==> config.mk <==
export PLATFORM = sky130hd
export DESIGN_NAME = drc_error_counters
export DESIGN_NICKNAME = d
export VERILOG_FILES = /design/src/verilog/drc_pkg.sv /design/src/verilog/drc_counter.sv /design/src/verilog/drc_error_counters.sv
export VERILOG_INCLUDE_DIRS = /design/src /design/src/verilog
export SDC_FILE = /design/constraint.sdc
export NUM_CORES = 1
export LEC_CHECK = 0
export BUFFER_PORTS_ARGS = -buffer_cell sky130_fd_sc_hd__buf_4
export CAP_MARGIN = 20
export CORE_MARGIN = 5
export CORE_UTILIZATION = 50
export DETAILED_ROUTE_END_ITERATION = 12
export PLACE_DENSITY = 0.71
export SKIP_CTS_REPAIR_TIMING = 1
export SLEW_MARGIN = 40
export SYNTH_ARGS = -nofsm -noshare
export SYNTH_HDL_FRONTEND = slang
export SYNTH_SLANG_ARGS = --single-unit
==> constraint.sdc <==
create_clock -name clk -period 2.05 [get_ports clk]
set_input_delay 0.1025 -clock clk [delete_from_list [all_inputs] [get_ports clk]]
set_output_delay 0.1025 -clock clk [all_outputs]
set_load 0.02 [all_outputs]
==> src/verilog/drc_defs.svh <==
// register word indexes, field positions and reset values of the receive error counters
`ifndef DRC_DEFS_SVH
`define DRC_DEFS_SVH
`define DRC_OFF_FRAMING      12'h134
`define DRC_OFF_P_PARITY     12'h136
`define DRC_OFF_FAR_BLOCK    12'h138
`define DRC_OFF_C_PARITY     12'h13A
`define DRC_OFF_STATUS       12'h140
`define DRC_OFF_ENABLE       12'h144
`define DRC_OFF_CONTROL      12'h148
`define DRC_CNT_RESET        16'h0000
`define DRC_CNT_MAX          16'hFFFF
`define DRC_FLAG_RESET       4'h0
`define DRC_CTRL_M23_BIT     0
`define DRC_CTRL_PORT_EN_BIT 1
`define DRC_CTRL_RESET       2'h0
`define DRC_ADDR_W           12
`define DRC_IDX_FRAMING      0
`define DRC_IDX_P_PARITY     1
`define DRC_IDX_FAR_BLOCK    2
`define DRC_IDX_C_PARITY     3
`define DRC_RESP_OKAY        2'h0
`define DRC_RESP_SLVERR      2'h2
`endif

==> src/verilog/drc_pkg.sv <==
// types shared by the receive error counter bank
package drc_pkg;
  typedef logic [15:0] drc_cnt_t;
  typedef enum logic [1:0] {
    DRC_W_IDLE,
    DRC_W_RESP
  } drc_wstate_e;
endpackage
==> src/verilog/drc_counter.sv <==
// one saturating error accumulator with a snapshot register
`timescale 1ns/1ps
`include "drc_defs.svh"
module drc_counter
  import drc_pkg::*;
(
  input  wire logic     clk,
  input  wire logic     reset,
  input  wire logic     event_pulse,
  input  wire logic     count_enable,
  input  wire logic     update,
  output drc_cnt_t      snapshot_reg
);
  drc_cnt_t acc_reg;
  drc_cnt_t acc_next;

  always_comb begin
    acc_next = acc_reg;
    if (event_pulse && count_enable && acc_reg != `DRC_CNT_MAX) begin
      acc_next = acc_reg + 16'h0001;
    end
  end

  always_ff @(posedge clk) begin
    if (reset) begin
      acc_reg <= `DRC_CNT_RESET;
    end else if (update) begin
      // restart from zero, keeping an event of the same cycle
      acc_reg <= (event_pulse && count_enable) ? 16'h0001 : `DRC_CNT_RESET;
    end else begin
      acc_reg <= acc_next;
    end
  end

  always_ff @(posedge clk) begin
    if (reset) begin
      snapshot_reg <= `DRC_CNT_RESET;
    end else if (update) begin
      snapshot_reg <= acc_reg;
    end
  end
endmodule

==> src/verilog/drc_error_counters.sv <==
// receive error counter bank with AXI4-Lite register slave and interrupt
// How it works
// - framing error events counted in a sixteen-bit register
// - P-bit parity errors counted in a sixteen-bit register
// - far-end block errors counted in a sixteen-bit register
// - C-bit parity errors counted in a sixteen-bit register
// - in M23 format the far-end and C-bit counters do not count
// - readable counts change only on a performance monitor update
// - P-bit count at 136h, C-bit count at 13Ah, reset to zero
// - framing count at 134h, resets to zero
// - per-counter latched flag, interrupt when counter and port enables set
//
// The AXI4-Lite register port was decided locally.
`timescale 1ns/1ps
`include "drc_defs.svh"
module drc_error_counters
  import drc_pkg::*;
(
  input  wire logic        clk,
  input  wire logic        reset,
  input  wire logic        framing_err_cnt,
  input  wire logic        p_parity_err_cnt,
  input  wire logic        far_block_err_cnt,
  input  wire logic        c_parity_err_cnt,
  input  wire logic        perf_monitor_update,
  input  wire logic [11:0] s_axi_awaddr,
  input  wire logic        s_axi_awvalid,
  output logic             s_axi_awready,
  input  wire logic [31:0] s_axi_wdata,
  input  wire logic [3:0]  s_axi_wstrb,
  input  wire logic        s_axi_wvalid,
  output logic             s_axi_wready,
  output logic [1:0]       s_axi_bresp,
  output logic             s_axi_bvalid,
  input  wire logic        s_axi_bready,
  input  wire logic [11:0] s_axi_araddr,
  input  wire logic        s_axi_arvalid,
  output logic             s_axi_arready,
  output logic [31:0]      s_axi_rdata,
  output logic [1:0]       s_axi_rresp,
  output logic             s_axi_rvalid,
  input  wire logic        s_axi_rready,
  output logic             irq
);
  // ****************************************
  // event inputs and control
  // ****************************************
  logic [3:0]  ev_meta_reg;
  logic [3:0]  ev_sync_reg;
  logic [3:0]  ev_prev_reg;
  logic [3:0]  ev_pulse;
  logic        upd_meta_reg;
  logic        upd_sync_reg;
  logic        upd_prev_reg;
  logic        update;
  logic [1:0]  control_reg;
  logic [3:0]  enable_reg;
  logic [3:0]  flag_reg;
  logic [3:0]  count_en;
  drc_cnt_t    snap [4];
  logic        m23_mode;

  // event synchroniser and edge detect
  always_ff @(posedge clk) begin
    if (reset) begin
      ev_meta_reg <= 4'h0;
      ev_sync_reg <= 4'h0;
      ev_prev_reg <= 4'h0;
    end else begin
      ev_meta_reg <= {c_parity_err_cnt, far_block_err_cnt, p_parity_err_cnt, framing_err_cnt};
      ev_sync_reg <= ev_meta_reg;
      ev_prev_reg <= ev_sync_reg;
    end
  end

  // update synchroniser and edge detect
  always_ff @(posedge clk) begin
    if (reset) begin
      upd_meta_reg <= 1'b0;
      upd_sync_reg <= 1'b0;
      upd_prev_reg <= 1'b0;
    end else begin
      upd_meta_reg <= perf_monitor_update;
      upd_sync_reg <= upd_meta_reg;
      upd_prev_reg <= upd_sync_reg;
    end
  end

  assign ev_pulse = ev_sync_reg & ~ev_prev_reg;
  assign update   = upd_sync_reg & ~upd_prev_reg;
  assign m23_mode = control_reg[`DRC_CTRL_M23_BIT];
  assign count_en = {~m23_mode, ~m23_mode, 1'b1, 1'b1};

  // ****************************************
  // counters
  // ****************************************
  // four sixteen-bit counters
  genvar gi;
  generate
    for (gi = 0; gi < 4; gi++) begin : g_cnt
      drc_counter u_cnt (
        .clk          (clk),
        .reset        (reset),
        .event_pulse  (ev_pulse[gi]),
        .count_enable (count_en[gi]),
        .update       (update),
        .snapshot_reg (snap[gi])
      );
    end
  endgenerate

  // ****************************************
  // register slave
  // ****************************************
  drc_wstate_e wstate_reg;
  logic [11:0] awaddr_reg;
  logic [31:0] wdata_reg;
  logic [3:0]  wstrb_reg;
  logic        aw_have_reg;
  logic        w_have_reg;
  logic        wr_fire;
  logic        wr_ok;
  logic        wr_ctrl_hit;
  logic        wr_enab_hit;
  logic        wr_stat_hit;
  logic [3:0]  flag_set;
  logic [3:0]  flag_clr;

  // word index of a byte address, all ones when misaligned
  function automatic logic [11:0] reg_index(input logic [11:0] a);
    reg_index = (a[1:0] == 2'b00) ? {2'b00, a[11:2]} : 12'hFFF;
  endfunction

  function automatic logic addr_known(input logic [11:0] a);
    case (a)
      `DRC_OFF_FRAMING, `DRC_OFF_P_PARITY, `DRC_OFF_FAR_BLOCK, `DRC_OFF_C_PARITY,
      `DRC_OFF_STATUS, `DRC_OFF_ENABLE, `DRC_OFF_CONTROL: addr_known = 1'b1;
      default: addr_known = 1'b0;
    endcase
  endfunction

  assign wr_fire = (wstate_reg == DRC_W_IDLE) && aw_have_reg && w_have_reg;
  assign wr_ok   = addr_known(reg_index(awaddr_reg));

  // write strobes per register, low byte lane only
  assign wr_ctrl_hit = wr_fire && wstrb_reg[0] && (reg_index(awaddr_reg) == `DRC_OFF_CONTROL);
  assign wr_enab_hit = wr_fire && wstrb_reg[0] && (reg_index(awaddr_reg) == `DRC_OFF_ENABLE);
  assign wr_stat_hit = wr_fire && wstrb_reg[0] && (reg_index(awaddr_reg) == `DRC_OFF_STATUS);

  // write address capture
  always_ff @(posedge clk) begin
    if (reset) begin
      aw_have_reg   <= 1'b0;
      awaddr_reg    <= 12'h000;
      s_axi_awready <= 1'b0;
    end else begin
      s_axi_awready <= 1'b0;
      if (s_axi_awvalid && s_axi_awready) begin
        aw_have_reg <= 1'b1;
        awaddr_reg  <= s_axi_awaddr;
      end else if (!aw_have_reg && s_axi_awvalid && wstate_reg == DRC_W_IDLE) begin
        s_axi_awready <= 1'b1;
      end
      if (wr_fire) begin
        aw_have_reg <= 1'b0;
      end
    end
  end

  // write data capture
  always_ff @(posedge clk) begin
    if (reset) begin
      w_have_reg   <= 1'b0;
      wdata_reg    <= 32'h00000000;
      wstrb_reg    <= 4'h0;
      s_axi_wready <= 1'b0;
    end else begin
      s_axi_wready <= 1'b0;
      if (s_axi_wvalid && s_axi_wready) begin
        w_have_reg <= 1'b1;
        wdata_reg  <= s_axi_wdata;
        wstrb_reg  <= s_axi_wstrb;
      end else if (!w_have_reg && s_axi_wvalid && wstate_reg == DRC_W_IDLE) begin
        s_axi_wready <= 1'b1;
      end
      if (wr_fire) begin
        w_have_reg <= 1'b0;
      end
    end
  end

  always_ff @(posedge clk) begin
    if (reset) begin
      wstate_reg   <= DRC_W_IDLE;
      s_axi_bvalid <= 1'b0;
      s_axi_bresp  <= `DRC_RESP_OKAY;
    end else begin
      case (wstate_reg)
        DRC_W_IDLE: begin
          if (wr_fire) begin
            s_axi_bvalid <= 1'b1;
            s_axi_bresp  <= wr_ok ? `DRC_RESP_OKAY : `DRC_RESP_SLVERR;
            wstate_reg   <= DRC_W_RESP;
          end
        end
        DRC_W_RESP: begin
          if (s_axi_bready) begin
            s_axi_bvalid <= 1'b0;
            wstate_reg   <= DRC_W_IDLE;
          end
        end
        default: begin
          wstate_reg   <= DRC_W_IDLE;
          s_axi_bvalid <= 1'b0;
        end
      endcase
    end
  end

  // ****************************************
  // control, flags and interrupt
  // ****************************************
  // m23 mode and port enable
  always_ff @(posedge clk) begin
    if (reset) begin
      control_reg <= `DRC_CTRL_RESET;
    end else if (wr_ctrl_hit) begin
      control_reg <= wdata_reg[1:0];
    end
  end

  always_ff @(posedge clk) begin
    if (reset) begin
      enable_reg <= `DRC_FLAG_RESET;
    end else if (wr_enab_hit) begin
      enable_reg <= wdata_reg[3:0];
    end
  end

  assign flag_set = ev_pulse & count_en;
  assign flag_clr = wr_stat_hit ? wdata_reg[3:0] : 4'h0;

  // latched flags, set wins over clear
  always_ff @(posedge clk) begin
    if (reset) begin
      flag_reg <= `DRC_FLAG_RESET;
    end else begin
      flag_reg <= (flag_reg & ~flag_clr) | flag_set;
    end
  end

  // interrupt gated by counter and port enables
  always_ff @(posedge clk) begin
    if (reset) begin
      irq <= 1'b0;
    end else begin
      irq <= control_reg[`DRC_CTRL_PORT_EN_BIT] && |(flag_reg & enable_reg);
    end
  end

  // ****************************************
  // read channel
  // ****************************************
  logic [31:0] rd_mux;
  always_comb begin
    rd_mux = 32'h00000000;
    case (reg_index(s_axi_araddr))
      `DRC_OFF_FRAMING:   rd_mux = {16'h0000, snap[`DRC_IDX_FRAMING]};
      `DRC_OFF_P_PARITY:  rd_mux = {16'h0000, snap[`DRC_IDX_P_PARITY]};
      `DRC_OFF_FAR_BLOCK: rd_mux = {16'h0000, snap[`DRC_IDX_FAR_BLOCK]};
      `DRC_OFF_C_PARITY:  rd_mux = {16'h0000, snap[`DRC_IDX_C_PARITY]};
      `DRC_OFF_STATUS:    rd_mux = {28'h0000000, flag_reg};
      `DRC_OFF_ENABLE:    rd_mux = {28'h0000000, enable_reg};
      `DRC_OFF_CONTROL:   rd_mux = {30'h00000000, control_reg};
      default:            rd_mux = 32'h00000000;
    endcase
  end

  // read handshake
  always_ff @(posedge clk) begin
    if (reset) begin
      s_axi_arready <= 1'b0;
      s_axi_rvalid  <= 1'b0;
    end else begin
      s_axi_arready <= 1'b0;
      if (s_axi_rvalid && s_axi_rready) begin
        s_axi_rvalid <= 1'b0;
      end
      if (s_axi_arvalid && s_axi_arready) begin
        s_axi_rvalid <= 1'b1;
      end else if (s_axi_arvalid && !s_axi_rvalid && !s_axi_arready) begin
        s_axi_arready <= 1'b1;
      end
    end
  end

  // read data and response capture
  always_ff @(posedge clk) begin
    if (reset) begin
      s_axi_rdata <= 32'h00000000;
      s_axi_rresp <= `DRC_RESP_OKAY;
    end else if (s_axi_arvalid && s_axi_arready) begin
      s_axi_rdata <= rd_mux;
      s_axi_rresp <= addr_known(reg_index(s_axi_araddr)) ? `DRC_RESP_OKAY : `DRC_RESP_SLVERR;
    end
  end
endmodule

### After elaboration in Yosys (flattened, before gate mapping)

Index checks and enable logic that the tools add are counted.

* input port bits: 72
* register bits after elaboration: 216
* word-level logic and storage cells: 144

* reduce and logical (&&, ||, !) cells: 44
* equal/unequal tests: 21
* $add $sub $neg: 4
* bitwise gates (word level): 10
* multiplexer cells: 33

Operator list (count)
* $eq 12x9->1 const B: 14
* $mux 16: 8
* $pmux 16 s7: 1
* $add 16x1->16 const B: 4
* $ne 16x16->1 const B: 4
* $mux 12: 2
* $logic_and 1x1->1: 23
* $and 4x4->4: 4
* $mux 1: 15
* $reduce_or 7->1: 2
* $reduce_bool 2->1: 5
* $mux 2: 4
* $not 4->4: 2
* $reduce_or 2->1: 4
* $logic_not 2->1: 3
* $logic_not 1->1: 4
* $mux 4: 1
* $ne 2x2->1 const B: 2
* $or 4x4->4: 1
* $pmux 2 s2: 1
* $reduce_and 2->1: 2
* $reduce_or 4->1: 1
* $eq 2x1->1 const B: 1
* $not 1->1: 2
* other kinds (2): 2

### Logic depth before layout (Yosys ltp)

Gate-level depths: netlist of the first run.

* depth after elaboration: 9
* depth in mapped cells: 8
* depth with buffers taken out: 5

### Modules after synthesis

A second synthesis of the first run with hierarchy kept.

* cell total of the unflattened synthesis: 976
* area total of the unflattened synthesis: 8926.1 um^2

Modules (own cells, without submodules)
* drc_counter: area an instance 1380.1 um^2, cells each 149, times used 4
* drc_error_counters: area an instance 3405.8 um^2, cells each 380, times used 1

### Worst setup path after synthesis of the first run

No wires, ideal clock.

* path kind: register to register
* start point: reg g_cnt[2].u_cnt.acc_reg[0]
* end point: reg g_cnt[2].u_cnt.acc_reg[8]
* setup slack: 160 ps
* arrival: 1819 ps
* path buffers: 1
* required time: 1980 ps
* period minus slack after synthesis: 1890 ps
* stages on the path, launching flop included: 7
* cell sequence: dfxtp_1 ha_1 and2_1 clkbuf_1 nand3_1 or4_1 a21oi_1

* cells in the longest elaborated chain, start to end: 3

RTL lines
* start: declaration: RTL line drc_counter.sv:14 `drc_cnt_t acc_reg;`
* start signal: assignment: RTL line drc_counter.sv:26 `` acc_reg <= `DRC_CNT_RESET; ``
* start signal: assignment: RTL line drc_counter.sv:29 `` acc_reg <= (event_pulse && count_enable) ? 16'h0001 : `DRC_CNT_RESET; ``
* start signal: assignment: RTL line drc_counter.sv:31 `acc_reg <= acc_next;`
* $add 16x1->16 or $ne 16x16->1 (tied branches)
* $mux 16 or $logic_and 1x1->1 (tied branches)
* $mux 16 or $reduce_bool 2->1 (tied branches)

Several ways; a longest one is shown, not always the timed one. The select of a mux whose other input is x is not followed.
A chain may end at the register's enable or synchronous reset.

### Worst setup path after layout of the first run

* start point: reg control_reg[0]
* end point: reg g_cnt[2].u_cnt.acc_reg[13]

* cells in the longest elaborated chain, start to end: 4

RTL lines
* start: declaration: RTL line drc_error_counters.sv:56 `logic [1:0] control_reg;`
* start signal: assignment: RTL line drc_error_counters.sv:226 `` control_reg <= `DRC_CTRL_RESET; ``
* start signal: assignment: RTL line drc_error_counters.sv:228 `control_reg <= wdata_reg[1:0];`
* $not 1->1: RTL line drc_error_counters.sv:92 `assign count_en = {~m23_mode, ~m23_mode, 1'b1, 1'b1};`
* $logic_and 1x1->1: RTL line drc_counter.sv:19 `` if (event_pulse && count_enable && acc_reg != `DRC_CNT_MAX) begin ``
* $logic_and 1x1->1 (no line)
* $reduce_bool 2->1 (no line)

No other way between the ends.

==> out/qor.txt, run 1 <==
H-tree levels: 4
Max VDD drop: 0.566 mV
CTS Root Buffer Type: clkbuf_16
EDFF count, synth: 0
Antenna violations before repair: 0
R2r setup slk: 140 ps
Pwr Total: 7800 uW
Die width: 142 um
Crit share post-route: 93.3%
Syn Area/Cell: 8.28 sq um
Mapped cell area: 8750 sq um
Final WL: 22.6 mm
Worst EP arrival: 2280 ps
Req. time, crit path: 2410 ps
CTS tree: built
Layout area overhead: 19.4%
Critical path capture point type: register
Synth warn: 0
First DRT Iteration DRCs: 771
Vias in the first global route: 7076
Max_slew headroom: 63.9%
Crit path to: g_cnt[2].u_cnt.acc_reg[13]
Seq cells post-synth: 196
Post-synthesis cell count: 1056
CTS Buf Count: 17
Fin Clk Skew: 10.6 ps
Reg2Reg Launch Point: control_reg[0]
Post-synth top flop: dfxtp_1
Worst Setup Path Type: register to register
Die Height: 142 um
Port Buffers: 64
GPL Wtd Cong: 0.870
Clock sinks: 196
Routed Antenna Nets: 0
Tmin final: 1910 ps
CP Max Fanout: 5
Die area: 20200 sq um
Min-delay worst type: input port to register
Startpoint Class: register
Detailed placement HPWL: 15.4 mm
Worst reg-to-reg path cell count: 4
Final setup viols: 0
RSZ-0062 raised after global routing: no
Wirelength per Cell: 16.5 um
Worst-path clk slew: 70 ps
Leakage: 0.00356 uW
Pwr Density: 747 nW/um^2
Ys async rst share: 0%
First-pass GRT wire length: 35.7 mm
Status: completed
Core ar.: 17200 sq um
Post-layout net count: 1211
Max-slew violation count: 0
DR vias/cell: 5.84
Reg-to-Reg End: g_cnt[2].u_cnt.acc_reg[13]
Gr ovfl total: 0
F_max: 523 MHz
Hold slack: 76.4 ps
GRT Overall Usage: 21.7%
CP startpoint: control_reg[0]
Register area share after synthesis: 44.9%
Share of cells above drive strength 1: 13.2%
Actual slew at the worst max-slew pin: 542 ps
Largest net degree at the start of global routing: 72
MaxCap Viol Count: 0
Starting density of the core: 50.8%
Drt pass-1 iters: 6
CTS max path bufs: 2
Row count: 48
Io pins: 114
DR vias: 8025
Clock latency on the worst-skew pair: 430 ps
Drt drc: 0
Hold Violations, Final: 0
TNS Setup: 0 ps
Synth cell types: 60
worst min-delay path by stage:
stage	slack, ps	startpoint	endpoint	cells past startpoint
finish	80	reset	g_cnt[1].u_cnt.snapshot_reg[14]	2
global placement	310	far_block_err_cnt	ev_meta_reg[2]	2
floorplan	230	framing_err_cnt	ev_meta_reg[0]	1
CTS	-130	framing_err_cnt	ev_meta_reg[0]	2
global route	80	reset	s_axi_rvalid	2
detailed placement	320	framing_err_cnt	ev_meta_reg[0]	2
cell type report:
| class | instances | area (sq um) |
|---|---|---|
| clock inverters | 12 | 153 |
| fillers | 1531 | 6790 |
| inverters | 12 | 45.0 |
| multi-input cells | 774 | 4460 |
| repair buffers | 134 | 1130 |
| diodes | 1 | 2.50 |
| clock buffers | 20 | 447 |
| flip-flops and latches | 196 | 3920 |
| well taps | 225 | 282 |
report_power, final:
part	switching [uW]	internal (uW)
Clock	1450	1960
Sequential	37.9	3850
Combinational	308	197
per-layer routing:
layer | GRT usage (%) | wire, um | part of all wire (%)
met5 | 0 | 0 | 0
met1 | 30.8 | 10200 | 45
met4 | 5.20 | 259 | 1.1
met2 | 34.1 | 10700 | 47
met3 | 4.33 | 1440 | 6.3
worst max-delay path: stages (launching register included):
cell	delay (ps)
dfxtp_1	370
or3b_4	420
or4_4	550
or3_1	360
a21oi_1	140
cells in the final DEF, fill, tap and decap left out, drive strengths merged, types with 6 or more instances in the layout:
cell type      n
nor2          16
and2           7
o21ai         22
o41ai          8
nor4           6
dfxtp        196
conb          18
clkbuf        20
nor4b          8
a211o          6
and4           9
a221oi        21
inv           14
a22oi         17
clkinv         6
nand2b        10
or3           18
nor3          10
or4           21
buf          104
nand4         20
and3          11
dlygate4sd3   30
a22o          12
a211oi        10
mux2i         20
a21oi        151
nand3         29
nor2b         21
o31ai         20
nand2        226
a2111o         7
kinds of logic after synthesis:
group           after synthesis  synth area share, %
simple gates                428                 24.4
compound gates              303                 22.4
flops                       196                 44.9
buf+inv                     103                 5.28
mux                          21                 2.42
fa+ha+maj                     4                0.572
other cells                   1               0.0429
synth_stat cells (all sizes together) (20+ instances only):
library cell  instances  area, sq um
dfxtp               196         3920
nand2               226          848
o31ai                20          150
nand4                20          125
a21oi               151          756
nor2b                21          131
or4                  21          161
a221oi               21          184
clkbuf               56          210
mux2i                20          200
nand3                29          145
o21ai                22          110
buf                  35          206
through the flow:
| stage | utilization [%] | instances | setup WS [ps] | area, sq um |
|---|---|---|---|---|
| after floorplan | - | 1073 | 160 | 8810 |
| after global placement | 55.3 | 1311 | 174 | 9530 |
| after detailed placement | 55.3 | 1311 | 167 | 9530 |
| after CTS | 58.8 | 1343 | 144 | 10100 |
| after global routing | 60.6 | 1373 | 28.8 | 10400 |
| final | 60.6 | 1374 | 138 | 10400 |
(Power assumes the default switching activity.)
==> run 2, diff against run 1 <==
- GPL_ROUTABILITY_DRIVEN: not set -> 0
- GPL_TIMING_DRIVEN: not set -> 0
==> out/qor.txt, run 2 (same netlist as run 1, synthesis figures left out) <==
CTS Buf Count: 17
Drt drc: 0
Worst Setup Path Type: register to register
GRT Overall Usage: 25.3%
First DRT Iteration DRCs: 781
Share of cells above drive strength 1: 13.5%
Most frequent cells in the layout: nand2_1, dfxtp_1, a21oi_1
Final setup viols: 0
Largest net degree at the start of global routing: 20
Crit-path max cell delay: 570 ps
Fin Clk Skew: 8.25 ps
TNS Setup: 0 ps
Worst-path clk slew: 80 ps
CTS max path bufs: 2
Min-delay worst type: input port to register
Inserted Diodes: 0
Actual slew at the worst max-slew pin: 800 ps
Die area: 20200 sq um
Slowest CP cell: or4_4
Io pins: 114
CTS tree: built
Worst EP arrival: 2350 ps
Post-Route Utilization: 61.2%
First-pass GRT wire length: 40.3 mm
Crit share post-route: 96.5%
Final non-filler cell area: 10600 sq um
Fillers: 1529
Max_slew headroom: 46.6%
Max VDD drop: 0.624 mV
Final WL: 26.3 mm
Post-layout net count: 1250
Drt pass-1 iters: 5
Max-slew violation count: 0
MaxCap Viol Count: 0
CP Max Fanout: 6
Startpoint Class: register
DR vias/cell: 5.92
Hold Path Origin: s_axi_bready
Failing checks: hold timing
Wirelength per Cell: 18.6 um
Gr ovfl total: 0
Clock latency on the worst-skew pair: 440 ps
Tmin final: 1980 ps
Req. time, crit path: 2420 ps
Row count: 48
Worst reg-to-reg path cell count: 4
Vias in the first global route: 7589
Hold slack: -18.9 ps
H-tree levels: 4
Reg2Reg Launch Point: control_reg[0]
Critical path capture point type: register
R2r setup slk: 70 ps
Hold Crit Depth: 4
Routed Antenna Nets: 0
Core ar.: 17200 sq um
Reg-to-Reg End: g_cnt[2].u_cnt.acc_reg[13]
Leakage: 0.00360 uW
Clock sinks: 196
Delay-heaviest family, CP: simple AND/OR/NAND/NOR gates
Die Height: 142 um
Starting density of the core: 50.8%
WP buf/inv: 0
F_max: 506 MHz
Layout area overhead: 20.6%
CTS Root Buffer Type: clkbuf_16
Hold Violations, Final: 1
DR vias: 8358
Detailed placement HPWL: 18.8 mm
Pwr Density: 745 nW/um^2
Placed cell areas: 9560 sq um
Port Buffers: 60
Status: complete, but fails checks
CP Cell Sequence: or3b_4 > or4_4 > or3_1 > a21oi_1
Antenna violations before repair: 0
Leading cell type in the layout, fill and taps excluded: nand2_1
Hold EP: s_axi_bvalid
Die width: 142 um
-- run 2: cell types whose count changed in the layout (fill, tap and decap cells not counted), moves of 6 or more --
cell	change
inv_8	+6
buf_2	+9
clkbuf_2	+10
buf_4	-22
clkbuf_1	+38
buf_1	+9
-- run 2: stage by stage --
step | setup WS, ps | power [uW] | instances | hold slack [ps]
2_1_floorplan | 160 | 4260 | 1073 | 231
3_3_place_gp | -354 | 4450 | 1358 | 312
3_5_place_dp | -461 | 4460 | 1358 | 318
4_1_cts | -496 | 7830 | 1390 | -142
5_1_grt | -2.91 | 8110 | 1412 | 15.5
6_report | 72.5 | 7860 | 1412 | -18.9
-- run 2: how the worst max path moves through the flow --
| stage | from | to | slack (ps) | cells after the start |
|---|---|---|---|---|
| finish | control_reg[0] | g_cnt[2].u_cnt.acc_reg[13] | 70 | 4 |
| global placement | upd_sync_reg | g_cnt[2].u_cnt.acc_reg[1] | -350 | 7 |
| detailed placement | upd_sync_reg | g_cnt[0].u_cnt.acc_reg[1] | -460 | 7 |
| global route | g_cnt[0].u_cnt.acc_reg[3] | g_cnt[0].u_cnt.acc_reg[12] | -3 | 5 |
| CTS | upd_sync_reg | g_cnt[3].u_cnt.acc_reg[5] | -500 | 7 |
| floorplan | g_cnt[2].u_cnt.acc_reg[0] | g_cnt[2].u_cnt.acc_reg[8] | 160 | 6 |
-- run 2: layout make-up --
| class | count | area, sq um | area share (%) |
|---|---|---|---|
| Sequential cell | 196 | 3930 | 37.2 |
| Multi-Input combinational cell | 774 | 4550 | 43.2 |
| Clock inverter | 14 | 159 | 1.51 |
| Inverter | 12 | 45.0 | 0.427 |
| Buffer | 87 | 422 | 4.00 |
| Timing Repair Buffer | 86 | 721 | 6.83 |
| Tap cell | 225 | 282 | 2.67 |
| Clock buffer | 18 | 439 | 4.16 |
-- run 2: per-layer routing --
metal | track usage (%) | vias up | share of wire, %
li1 | - | 4056 | -
met1 | 34.6 | 3963 | 44
met2 | 39.1 | 295 | 46
met3 | 6.42 | 44 | 7.5
met4 | 8.48 | 0 | 2.4
met5 | 0 | - | 0
-- run 2: worst reg2reg max path, stage by stage, from the launching register on --
cell	delay (ps)
dfxtp_2	380
or3b_4	460
or4_4	570
or3_1	360
a21oi_1	140
-- run 2: power breakdown --
part	switching (uW)	total [uW]	internal [uW]
sequential	36.6	3880	3840
combinational	347	552	205
clock	1650	3430	1780
==> run 3, diff against run 2 <==
- PLACE_DENSITY: 0.71 -> 0.7
- SYNTH_HIERARCHICAL: not set -> 1
==> out/qor.txt, run 3 <==
Max VDD drop: 0.619 mV
Register area share after synthesis: 44.0%
Ys async rst share: 0%
Critical path capture point type: register
Syn Area/Cell: 9.15 sq um
Min-delay worst type: input port to register
MaxCap Viol Count: 0
Fillers: 1505
Worst Setup Path Type: register to register
Hold slack: 36.4 ps
Synth cell types: 67
Worst EP arrival: 2240 ps
Hold EP: wdata_reg[2]
Reg2Reg Launch Point: g_cnt[3].u_cnt/acc_reg[0]
R2r setup slk: 140 ps
Drt drc: 0
Reg power frac: 49.6%
Hold Violations, Final: 0
DR vias/cell: 5.41
Area contributors post-synth: dfxtp_1, mux2i_1, nor2_1, nand2_1, xor2_1
Crit share post-route: 93.1%
Most instantiated cells after synthesis: dfxtp_1, nor2_1, nand2_1
Post-synthesis cell count: 976
Die Height: 144 um
Sw power: 1820 uW
Worst reg-to-reg path cell count: 7
CTS Buf Count: 17
Clock share of power: 43.3%
Tmin final: 1910 ps
Seq cells post-synth: 196
Mapped cell area: 8930 sq um
Largest family of logic cells by synthesized area: simple AND/OR/NAND/NOR gates
Final setup viols: 0
DR vias: 7244
Simple-Gate Fraction of Synth Area: 24.7%
F_max: 524 MHz
Max-slew violation count: 0
RSZ-0062 raised after global routing: no
Starting density of the core: 51.3%
Multiplexer share of the synthesized area: 7.74%
Req. time, crit path: 2380 ps
Clock latency on the worst-skew pair: 430 ps
Leakage: 0.00380 uW
Reg-to-Reg End: g_cnt[3].u_cnt/acc_reg[6]
Dpl ws: -45.6 ps
Io pins: 114
Routed Antenna Nets: 0
P_int: 6040 uW
Final WL: 20.6 mm
Startpoint Class: register
Vias in the first global route: 6704
First DRT Iteration DRCs: 469
Adder-cell share of the synthesized area: 0.561%
Clock sinks: 196
Sw frac: 23.2%
Post-synth top flop: dfxtp_1
Largest net degree at the start of global routing: 18
CTS max path bufs: 2
Most frequent cells in the layout: dfxtp_1, nor2_1, buf_4
GRT Overall Usage: 20.4%
Actual slew at the worst max-slew pin: 661 ps
Worst-path clk slew: 70 ps
Multi-input logic area: 4620 sq um
Synth Area in XOR/XNOR: 3.53%
Leading cell type in the layout, fill and taps excluded: dfxtp_1
Fin Clk Skew: 9.46 ps
Share of cells above drive strength 1: 19.6%
Antenna violations before repair: 0
Post-layout net count: 1179
CP Max Fanout: 10
Gr ovfl total: 0
Gate power share: 7.0%
Drt pass-1 iters: 5
Sequential cell area: 3930 sq um
Pwr Density: 738 nW/um^2
Top-count cell post-synth: dfxtp_1
Compound-Gate Fraction of Synth Area: 14.1%
Detailed placement HPWL: 15.1 mm
Largest area contributor in the netlist: dfxtp_1
H-tree levels: 4
First-pass GRT wire length: 33.7 mm
Die area: 20600 sq um
Hold Crit Depth: 3
CTS Root Buffer Type: clkbuf_16
Synth warn: 6
Wirelength per Cell: 15.4 um
Die width: 144 um
Inserted Diodes: 0
EDFF count, synth: 0
Port Buffers: 62
Top-area cell type share of the netlist area: 44.0%
Max_slew headroom: 56.0%
Row count: 48
Hold Path Origin: s_axi_wvalid
Worst Slack Setup Final: 141 ps
Layout area overhead: 19.3%
Status: completed
CTS tree: built
Core ar.: 17400 sq um
## run 3: how the worst max path moves through the flow
stage	endpoint	cells after the start	from	slack [ps]
after floorplan	g_cnt[0].u_cnt/acc_reg[6]	7	g_cnt[0].u_cnt/acc_reg[0]	310
after global placement	g_cnt[1].u_cnt/snapshot_reg[7]	5	upd_sync_reg	-270
after detailed placement	g_cnt[3].u_cnt/snapshot_reg[12]	5	upd_sync_reg	-50
after CTS	g_cnt[3].u_cnt/snapshot_reg[11]	5	upd_sync_reg	-110
after global routing	g_cnt[3].u_cnt/acc_reg[6]	7	g_cnt[3].u_cnt/acc_reg[1]	30
final	g_cnt[3].u_cnt/acc_reg[6]	7	g_cnt[3].u_cnt/acc_reg[0]	140
## run 3: critical path, stage by stage, from the launching register on
cell     delay, ps
dfxtp_2        390
ha_1           210
nand2_1        140
or4_4          540
o21ai_2        160
buf_6          150
nor4_1          50
o21a_1         160
## run 3: cell families after synthesis
logic type,after synthesis
simple gates,418
flops,196
compound gates,167
buf+inv,84
mux,69
xor+xnor,36
fa+ha+maj,4
other cells,2
## run 3: cell type report
class / instances / area share (%)
inverter: 14 / 0.494
timing repair buffer: 88 / 6.82
sequential: 196 / 36.9
multi-input combinational: 716 / 43.4
buffer: 70 / 4.03
clock buffer: 17 / 4.00
tap: 225 / 2.64
clock inverter: 14 / 1.67
## run 3: power groups by stage
stage                     combinational [uW]  clock (uW)  sequential, uW
after CTS                                512        3480            3900
after global routing                     603        3680            3900
after floorplan                          318           0            4000
after detailed placement                 511           0            3980
after global placement                   505           0            3980
final                                    554        3410            3900
## run 3: routing by layer
metal | vias to the layer above | part of all wire, % | wire length (um) | GRT usage [%]
met2 | 151 | 47 | 9630 | 31.9
met4 | 0 | 1.0 | 209 | 5.35
met1 | 3376 | 47 | 9790 | 28.3
li1 | 3699 | - | - | -
met3 | 18 | 4.8 | 990 | 4.93
met5 | - | 0 | 0 | 0
## run 3: stage by stage
step,total power (uW),setup TNS [ps],util [%],std cells,area (sq um)
finish,7860,0,61.1,1340,10600
global route,8180,0,61.1,1340,10600
CTS,7890,-2190,59.4,1314,10400
detailed placement,4500,-529,56.0,1283,9750
global placement,4490,-10530,56.0,1283,9750
floorplan,4320,0,-,996,9000
